==> config.mk <==
export PLATFORM = sky130hd
export DESIGN_NAME = cmel_event_logic
export DESIGN_NICKNAME = d
export VERILOG_FILES = /design/src/design/cmel_event_logic.v
export VERILOG_INCLUDE_DIRS = /design/src /design/src/design
export SDC_FILE = /design/constraint.sdc
export NUM_CORES = 1
export LEC_CHECK = 0
export BUFFER_PORTS_ARGS = -buffer_cell sky130_fd_sc_hd__buf_2
export CAP_MARGIN = 40
export CORE_UTILIZATION = 45
export DETAILED_ROUTE_END_ITERATION = 10
export PLACE_DENSITY = 0.69
export SYNTH_ARGS = -nofsm -noshare
export SYNTH_HDL_FRONTEND = slang
export SYNTH_SLANG_ARGS = --single-unit
==> constraint.sdc <==
create_clock -name sys_clk -period 1.8 [get_ports sys_clk]
set_clock_uncertainty 0.05 [all_clocks]
set_input_delay 0.18 -clock sys_clk [delete_from_list [all_inputs] [get_ports sys_clk]]
set_output_delay 0.18 -clock sys_clk [all_outputs]
set_load 0.01 [all_outputs]
==> src/design/cmel_consts.vh <==
`ifndef CMEL_CONSTS_VH
`define CMEL_CONSTS_VH
// APB map: each channel owns a 0x20 byte window, the global control word sits above.
`define CMEL_CH_STRIDE    8'h20
`define CMEL_OFF_STATUS   5'h00
`define CMEL_OFF_GMASK    5'h04
`define CMEL_OFF_MBMASK   5'h08
`define CMEL_OFF_DFPEND   5'h0C
`define CMEL_OFF_RFPEND   5'h10
`define CMEL_OFF_TXDONE   5'h14
`define CMEL_OFF_ABDONE   5'h18
`define CMEL_OFF_STATE    5'h1C
`define CMEL_ADDR_CTRL    8'h40
// Control word fields.
`define CMEL_CTRL_DMA_EN  0
`define CMEL_CTRL_COMB    1
`define CMEL_CTRL_RST0    2
`define CMEL_CTRL_RST1    3
// Interrupt status bit positions.
`define CMEL_ST_POR       0
`define CMEL_ST_DFRX      1
`define CMEL_ST_RFRX      2
`define CMEL_ST_TXWARN    3
`define CMEL_ST_RXWARN    4
`define CMEL_ST_PASSIVE   5
`define CMEL_ST_BUSOFF    6
`define CMEL_ST_EMPTY     8
`define CMEL_ST_WAKE      12
// Vector groups.
`define CMEL_ERR_GROUP    16'h0078
`define CMEL_OVR_GROUP    16'hFE81
`define CMEL_MISC_EVENTS  16'hEE81
// Reset values.
`define CMEL_GMASK_RST    16'hFFFF
`define CMEL_MBMASK_RST   32'hFFFF_FFFF
`define CMEL_CTRL_RST     4'h0
// Error counter thresholds.
`define CMEL_WARN_LIMIT   9'h060
`define CMEL_PASSIVE_LIM  9'h080
`define CMEL_BUSOFF_LIM   9'h100
`define CMEL_RECOV_COUNT  8'h80
`endif

==> src/design/cmel_event_logic.v <==
`timescale 1ns/100ps
`include "cmel_consts.vh"

module cmel_event_logic (
    input  wire        sys_clk,
    input  wire        rst_n,
    input  wire        psel,
    input  wire        penable,
    input  wire        pwrite,
    input  wire [7:0]  paddr,
    input  wire [31:0] pwdata,
    output wire        pready,
    output reg  [31:0] prdata,
    output wire        pslverr,
    input  wire [17:0] tx_err_count,
    input  wire [17:0] rx_err_count,
    input  wire [1:0]  recessive_run,
    input  wire [1:0]  sleep_mode,
    input  wire [1:0]  can_rx_pin,
    input  wire [31:0] misc_events,
    input  wire [1:0]  rx_data_frame,
    input  wire [1:0]  rx_remote_frame,
    input  wire [9:0]  rx_mailbox,
    input  wire [63:0] transmit_done_in,
    input  wire [63:0] abort_done_in,
    input  wire [63:0] transmit_request_flags,
    input  wire        dma_done,
    output wire        dma_request,
    output wire [1:0]  error_vector,
    output wire [1:0]  overrun_group_vector,
    output wire [1:0]  receive_vector,
    output wire [1:0]  mailbox_empty_vector,
    output wire [1:0]  bus_off,
    output wire [1:0]  soft_reset_bit,
    output wire        combined_mode,
    output wire [9:0]  tx_select,
    output wire [1:0]  tx_select_valid
);

    reg  [3:0]  ctrl_q;
    reg         rd_err;
    reg  [31:0] rd_word;
    wire        setup;
    wire        wr_acc;
    wire        dma_en;
    wire [63:0] rd_ch;
    wire [1:0]  hit_ch;
    wire [1:0]  vec_rx_raw;
    wire [1:0]  vec_empty_raw;

    assign setup   = psel & ~penable;
    assign wr_acc  = psel & penable & pwrite;
    assign pready  = 1'b1;
    assign pslverr = rd_err & psel & penable;
    assign dma_en  = ctrl_q[`CMEL_CTRL_DMA_EN];
    assign combined_mode  = ctrl_q[`CMEL_CTRL_COMB];
    assign soft_reset_bit = {ctrl_q[`CMEL_CTRL_RST1], ctrl_q[`CMEL_CTRL_RST0]};

    // In the combined arrangement both channels sit on one bus, so their receive and
    // empty events are presented on channel 0 as one 64-buffer channel.
    assign receive_vector       = combined_mode ? {1'b0, |vec_rx_raw} : vec_rx_raw;
    assign mailbox_empty_vector = combined_mode ? {1'b0, |vec_empty_raw} : vec_empty_raw;

    always @(posedge sys_clk)
    begin
        if (!rst_n)
            ctrl_q <= `CMEL_CTRL_RST;
        else if (wr_acc && paddr == `CMEL_ADDR_CTRL)
            ctrl_q <= pwdata[3:0];
    end

    // Read data is captured in the setup cycle, so every access completes with no wait.
    always @*
    begin
        rd_word = 32'h0000_0000;
        rd_err  = 1'b0;
        if (paddr == `CMEL_ADDR_CTRL)
            rd_word = {28'h000_0000, ctrl_q};
        else if (hit_ch[0])
            rd_word = rd_ch[31:0];
        else if (hit_ch[1])
            rd_word = rd_ch[63:32];
        else
            rd_err = 1'b1;
    end

    always @(posedge sys_clk)
    begin
        if (!rst_n)
            prdata <= 32'h0000_0000;
        else if (setup && !pwrite)
            prdata <= rd_word;
    end

    genvar ch;
    generate
        for (ch = 0; ch < 2; ch = ch + 1)
        begin : g_ch
            reg  [15:0] st_q;
            reg  [15:0] gmask_q;
            reg  [31:0] mbmask_q;
            reg  [31:0] dfp_q;
            reg  [31:0] rfp_q;
            reg  [31:0] txd_q;
            reg  [31:0] abd_q;
            reg  [2:0]  pin_q;
            reg         pin_stable_q;
            reg         boff_q;
            reg  [7:0]  recov_q;
            reg  [3:0]  lvl_q;
            reg  [4:0]  sel_d;
            reg         selv_d;
            integer     k;
            wire        crst;
            wire [4:0]  mb;
            wire [31:0] mb_bit;
            wire [31:0] dma_owned;
            wire [3:0]  lvl_d;
            wire [15:0] st_set;
            wire [15:0] st_clr;
            wire [15:0] st_live;
            wire        recov_done;
            wire        wake;
            wire        reg_wr;
            wire [4:0]  off;
            wire [31:0] tx_req;
            wire [31:0] wmask;

            assign crst   = ~rst_n | ctrl_q[`CMEL_CTRL_RST0 + ch];
            assign off    = paddr[4:0];
            assign hit_ch[ch] = (paddr[7:5] == ch);
            assign reg_wr = wr_acc & hit_ch[ch];
            assign wmask  = reg_wr ? pwdata : 32'h0000_0000;
            assign mb     = rx_mailbox[ch*5 +: 5];
            assign mb_bit = 32'h0000_0001 << mb;
            assign tx_req = transmit_request_flags[ch*32 +: 32];

            // Threshold levels; warning and passive flags are set on the rising crossing only, bus off also when recovery ends.
            assign lvl_d[0] = tx_err_count[ch*9 +: 9] >= `CMEL_WARN_LIMIT;
            assign lvl_d[1] = rx_err_count[ch*9 +: 9] >= `CMEL_WARN_LIMIT;
            assign lvl_d[2] = (tx_err_count[ch*9 +: 9] >= `CMEL_PASSIVE_LIM)
                            | (rx_err_count[ch*9 +: 9] >= `CMEL_PASSIVE_LIM);
            assign lvl_d[3] = tx_err_count[ch*9 +: 9] >= `CMEL_BUSOFF_LIM;
            assign recov_done = boff_q & recessive_run[ch]
                              & (recov_q == `CMEL_RECOV_COUNT - 8'h01);
            assign wake = sleep_mode[ch] & pin_stable_q
                        & (pin_q[1] == pin_q[2]) & ~pin_q[2];

            // Status bits: the event always sets the flag, whatever any mask says.
            assign st_set = (misc_events[ch*16 +: 16] & `CMEL_MISC_EVENTS)
                          | ({15'h0000, rx_data_frame[ch]} << `CMEL_ST_DFRX)
                          | ({15'h0000, rx_remote_frame[ch]} << `CMEL_ST_RFRX)
                          | ({15'h0000, lvl_d[0] & ~lvl_q[0]} << `CMEL_ST_TXWARN)
                          | ({15'h0000, lvl_d[1] & ~lvl_q[1]} << `CMEL_ST_RXWARN)
                          | ({15'h0000, lvl_d[2] & ~lvl_q[2]} << `CMEL_ST_PASSIVE)
                          | ({15'h0000, (lvl_d[3] & ~boff_q) | recov_done}
                                << `CMEL_ST_BUSOFF)
                          | ({15'h0000, |(transmit_done_in[ch*32 +: 32]
                                | abort_done_in[ch*32 +: 32])} << `CMEL_ST_EMPTY)
                          | ({15'h0000, wake} << `CMEL_ST_WAKE);
            assign st_clr = (reg_wr && off == `CMEL_OFF_STATUS) ? pwdata[15:0] : 16'h0000;
            assign st_live = st_q & ~gmask_q;

            // Mailbox 0 of channel 0 belongs to the DMA once activation is configured.
            assign dma_owned = (ch == 0 && dma_en) ? 32'h0000_0001 : 32'h0000_0000;

            always @(posedge sys_clk)
            begin
                if (crst)
                begin
                    st_q     <= 16'h0000;
                    gmask_q  <= `CMEL_GMASK_RST;
                    mbmask_q <= `CMEL_MBMASK_RST;
                    dfp_q    <= 32'h0000_0000;
                    rfp_q    <= 32'h0000_0000;
                    txd_q    <= 32'h0000_0000;
                    abd_q    <= 32'h0000_0000;
                    boff_q   <= 1'b0;
                    recov_q  <= 8'h00;
                    lvl_q    <= 4'h0;
                end
                else
                begin
                    // A set in the same cycle as a write-one clear wins.
                    st_q  <= (st_q & ~st_clr) | st_set;
                    lvl_q <= lvl_d;
                    if (reg_wr && off == `CMEL_OFF_GMASK)
                        gmask_q <= pwdata[15:0];
                    if (reg_wr && off == `CMEL_OFF_MBMASK)
                        mbmask_q <= pwdata;
                    dfp_q <= (dfp_q & ~(off == `CMEL_OFF_DFPEND ? wmask : 32'h0000_0000)
                              & ~((ch == 0 && dma_en && dma_done) ? 32'h0000_0001
                                  : 32'h0000_0000))
                           | (rx_data_frame[ch] ? mb_bit : 32'h0000_0000);
                    rfp_q <= (rfp_q & ~(off == `CMEL_OFF_RFPEND ? wmask : 32'h0000_0000)
                              & ~((ch == 0 && dma_en && dma_done) ? 32'h0000_0001
                                  : 32'h0000_0000))
                           | (rx_remote_frame[ch] ? mb_bit : 32'h0000_0000);
                    txd_q <= (txd_q & ~(off == `CMEL_OFF_TXDONE ? wmask : 32'h0000_0000))
                           | transmit_done_in[ch*32 +: 32];
                    abd_q <= (abd_q & ~(off == `CMEL_OFF_ABDONE ? wmask : 32'h0000_0000))
                           | abort_done_in[ch*32 +: 32];
                    // Recovery counts 128 runs of eleven recessive bits while off the bus.
                    if (lvl_d[3] && !boff_q)
                    begin
                        boff_q  <= 1'b1;
                        recov_q <= 8'h00;
                    end
                    else if (recov_done)
                        boff_q <= 1'b0;
                    else if (boff_q && recessive_run[ch])
                        recov_q <= recov_q + 8'h01;
                end
            end

            // The bus pin is asynchronous; a level is accepted once stages two and three agree.
            always @(posedge sys_clk)
            begin
                if (!rst_n)
                begin
                    pin_q        <= 3'b111;
                    pin_stable_q <= 1'b1;
                end
                else
                begin
                    pin_q <= {pin_q[1:0], can_rx_pin[ch]};
                    if (pin_q[1] == pin_q[2])
                        pin_stable_q <= pin_q[2];
                end
            end

            // Mailbox 0 only receives, so buffers 1 to 31 compete, lowest number first.
            // Each channel decides alone; no priority is resolved across the pair.
            always @*
            begin
                sel_d  = 5'h00;
                selv_d = 1'b0;
                for (k = 31; k >= 1; k = k - 1)
                begin
                    if (tx_req[k])
                    begin
                        sel_d  = k[4:0];
                        selv_d = 1'b1;
                    end
                end
            end

            assign tx_select[ch*5 +: 5] = sel_d;
            assign tx_select_valid[ch]  = selv_d & ~ctrl_q[`CMEL_CTRL_RST0 + ch];
            assign bus_off[ch]          = boff_q;

            assign error_vector[ch] = |(st_live & `CMEL_ERR_GROUP);
            assign overrun_group_vector[ch] = |(st_live & `CMEL_OVR_GROUP);
            // Only pending mailboxes that are unmasked and not DMA-owned raise the vector.
            assign vec_rx_raw[ch] =
                (st_live[`CMEL_ST_DFRX] & |(dfp_q & ~mbmask_q & ~dma_owned))
              | (st_live[`CMEL_ST_RFRX] & |(rfp_q & ~mbmask_q & ~dma_owned));
            assign vec_empty_raw[ch] = st_live[`CMEL_ST_EMPTY]
                                     & |((txd_q | abd_q) & ~mbmask_q);

            assign rd_ch[ch*32 +: 32] =
                (off == `CMEL_OFF_STATUS) ? {16'h0000, st_q} :
                (off == `CMEL_OFF_GMASK)  ? {16'h0000, gmask_q} :
                (off == `CMEL_OFF_MBMASK) ? mbmask_q :
                (off == `CMEL_OFF_DFPEND) ? dfp_q :
                (off == `CMEL_OFF_RFPEND) ? rfp_q :
                (off == `CMEL_OFF_TXDONE) ? txd_q :
                (off == `CMEL_OFF_ABDONE) ? abd_q :
                {28'h000_0000, lvl_q[2], boff_q, sleep_mode[ch], pin_stable_q};
        end
    endgenerate

    // Only channel 0 mailbox 0 may ask the DMA; every other source is excluded.
    assign dma_request = dma_en & ~ctrl_q[`CMEL_CTRL_RST0]
                       & (g_ch[0].dfp_q[0] | g_ch[0].rfp_q[0]);

endmodule // cmel_event_logic

==> impl_metrics.toml <==
[status]
status = "finished with violations"
violations = "negative setup slack"

[worst_hold_path]
hp-class = "primary input to register"
hp-start = "rst_n"
hold_depth = 3
hold_end = "ctrl_q[1]"

[floorplan]
die_h_um = 226
pin_count = 386
coreArea_um2 = 49200
start_util = 0.458
die_area_um2 = 51000
dieWidth_um = 226
num_rows = 81

[sta]
timing.hold.ws_ns = 0.00717
fin_ws_ns = -1.05
fin_crit_ns = 2.85
rsz0062_at_grt = "yes"
maxSlewViolCount = 0
slew_headroom = 0.487
max_freq_ghz = 0.351
max_slew.worst_pin.slew_ns = 0.763
hold_viol_final = 0
period_share = 1.58
finalSetupViolations = 8

[critical_path]
cp_cell_sequence = "nor2_1, o22ai_1, nor4_1, buf_4, nand4_1, and3b_2, a32o_1, buf_2"
slowest_stage = "and3b_2"
reg2reg_from = "g_ch[1].txd_q[31]"
r2r-end = "prdata[31]"
crit_path_end_kind = "primary output"
max_stage_delay_ns = 0.35
start_kind = "register"
r2r.worst_path.cells = 6
critPathKind = "register to primary output"
arrival_ns = 2.62
reg2reg_slack_ns = 0
worstPathRequired_ns = 1.57
cp_max_fo = 2

[cells_and_area]
fill_cells = 4032
drive_gt1_frac = 0.293
layout_commonest_cell = "buf_4"
fin_cells = 4763
fin_nets = 4385
final_cell_mix = "buf_4 (562), dfxtp_1 (424), nand2_1 (422)"
area_delta_synth_final_pct = 50.2

[yosys]
syn-num-nets = 3382
synth_cells = 3054
synth_adder_area_share = 0.00111
ys_seq_area_frac = 0.402
synth_edf_count = 0
ys_warn_count = 0
synthSimpleGateAreaFrac = 0.247
synth.area.mux_share = 0.0230
synth_xor_area_frac = 0.00467
synth_top_family_by_area = "compound AO/OA/AOI/OAI gates"
synth-compound-area-share = 0.255
ys_async_sr_fraction = 0
synthesis.area_um2 = 22500
avgSynthCellArea_um2 = 7.38
ys_seq_elements = 452
ys_types = 69
yosys_most_used_dff = "dfxtp_1"

[route]
initialDrtViolationCount = 5305
wl_mm = 132
via_per_inst = 6.41
drc_errors = 0
avgRoutedWirePerCell_um = 27.7
ant_nets = 0
drtPass1Iterations = 7
vias = 30500

[power]
power_density_nw_per_um2 = 755
ir_drop_mv = 0.606
leakage_nw = 14.4

[grt]
grt_pass1_wl_mm = 186
grt_usage = 0.501
grt.met2_usage = 0.720
grt_antenna_before_repair = 4
overflow = 0
grt_max_degree = 63
met1_usage = 0.644
grt_pass1_vias = 28800
use_met3 = 0.145
grt-busiest-layer = "met2"

[clock_network]
clk_root_buffer_cell = "clkbuf_16"
cts_sinks = 452
numCtsBuffers = 51
insertion_delay_ns = 0.62
cts_tree = "yes"
cts_max_path_buffers = 3
clk_pin_slew_ns = 0.06
htreeDepth = 2

[placed_design]
hpwlAfterDp_mm = 96.5
place_inst = 4442
gp_congestion = 1.12
port_buffers = 346

[run]
maxCapViolCount = 0
-- through the flow --
step	TNS, ns	setup slack [ns]	utilization	cell area (um^2)	power, mW
floorplan	-0.0266	-0.0249	-	22500	12.0
global placement	-62.08	-0.641	0.596	29300	13.9
detailed placement	-58.01	-0.636	0.597	29300	14.0
CTS	-3.68	-0.937	0.682	33500	25.2
global route	-4.42	-1.11	0.688	33800	26.0
finish	-4.08	-1.05	0.689	33800	25.6
-- synthesized netlist by cell type (4+ instances only) --
library cell / n / share of area
nand3_1: 224 / 0.050
buf_4: 11 / 0.0037
nand4_1: 26 / 0.0072
nor3_2: 6 / 0.0027
nor2_1: 374 / 0.062
a32o_1: 7 / 0.0031
and3_1: 9 / 0.0025
xor2_1: 7 / 0.0027
a211o_1: 5 / 0.0019
a21boi_0: 5 / 0.0017
mux2i_1: 17 / 0.0076
clkbuf_1: 136 / 0.023
a2111oi_0: 4 / 0.0016
nor3_1: 43 / 0.0096
o31ai_1: 7 / 0.0023
a2bb2oi_1: 13 / 0.0051
nand2_1: 422 / 0.070
dfxtp_1: 452 / 0.40
nor2b_1: 25 / 0.0069
a221oi_1: 43 / 0.017
a21oi_1: 379 / 0.084
xnor2_1: 5 / 0.0019
mux2_2: 7 / 0.0035
a31oi_1: 14 / 0.0039
o22ai_1: 69 / 0.019
o221ai_1: 8 / 0.0031
mux4_2: 12 / 0.012
and2_1: 6 / 0.0017
a21o_1: 15 / 0.0050
inv_1: 140 / 0.023
a211oi_1: 9 / 0.0030
o211ai_1: 64 / 0.021
nor3b_1: 8 / 0.0027
a32oi_1: 4 / 0.0016
nor4_1: 57 / 0.016
o21ai_1: 11 / 0.0024
buf_1: 10 / 0.0017
nand2b_1: 23 / 0.0064
a22o_1: 10 / 0.0039
a22oi_1: 48 / 0.016
buf_2: 67 / 0.015
a222oi_1: 28 / 0.012
o21ai_0: 181 / 0.040
-- how the worst max path moves through the flow --
| stage | from | endpoint | slack [ns] | cells past startpoint |
|---|---|---|---|---|
| final | g_ch[1].txd_q[20] | mailbox_empty_vector[0] | -1.05 | 8 |
| after global routing | g_ch[1].mbmask_q[28] | receive_vector[0] | -1.11 | 10 |
| after CTS | g_ch[1].abd_q[11] | mailbox_empty_vector[0] | -0.94 | 8 |
| after detailed placement | paddr[1] | prdata[5] | -0.64 | 10 |
| after global placement | paddr[1] | prdata[5] | -0.64 | 10 |
| after floorplan | paddr[1] | prdata[0] | -0.02 | 7 |
-- critical path: cells and delay by family, from the launching register on --
kind                   cells  cell delay, ns
buffers and inverters      2            0.30
flip-flops                 1            0.31
AND/OR/NAND/NOR            4            1.04
AO/OA/AOI/OAI              2            0.34
-- layout make-up --
type / instances / area (um^2) / area share
timing repair buffer: 1177 / 9240 / 0.273
clock buffer: 74 / 1540 / 0.0456
tap: 664 / 831 / 0.0245
antenna: 2 / 5.00 / 0.000148
multi-input combinational: 2235 / 12400 / 0.366
clock inverter: 19 / 210 / 0.00621
sequential: 452 / 9090 / 0.268
inverter: 140 / 528 / 0.0156
-- power by group --
part / switching, mW / total, mW / internal, mW
clock network: 4.61 / 11.1 / 6.50
logic: 2.23 / 3.87 / 1.64
registers: 0.240 / 10.6 / 10.3
-- flip-flops by register name (all words and copies together), names as in the netlist, 16 cells and up --
signal / count
g_ch.recov_q: 16
g_ch.abd_q: 64
prdata: 32
g_ch.dfp_q: 64
g_ch.st_q: 32
g_ch.txd_q: 64
g_ch.rfp_q: 64
g_ch.mbmask_q: 64
g_ch.gmask_q: 32
-- metal layers --
metal | wire (um) | vias up
met2 | 53000 | 2745
met3 | 19800 | 620
li1 | - | 12900
met5 | 26 | -
met4 | 10600 | 4
met1 | 48600 | 14200
-- cell families after synthesis --
family / Yosys count
xor gates and xnor gates: 12
muxes: 36
buffers and inverters: 367
other: 1
and+or+nand+nor: 1245
AOI/OAI and AO/OA: 939
adders and majority gates: 2
DFF: 452
-- what timing repair did --
| item | 4_1_cts | 5_1_grt |
|---|---|---|
| endpoints found under the hold margin | 229 | 5 |
| setup buffers | 8 | 6 |
| cloned | 0 | 4 |
| resized for setup | 71 | 58 |
| hold buffers | 214 | 5 |
| endpoints found under the setup margin | 14 | 42 |
| pin swaps | 21 | 23 |
Note: power is estimated with default switching activity, not from simulation.
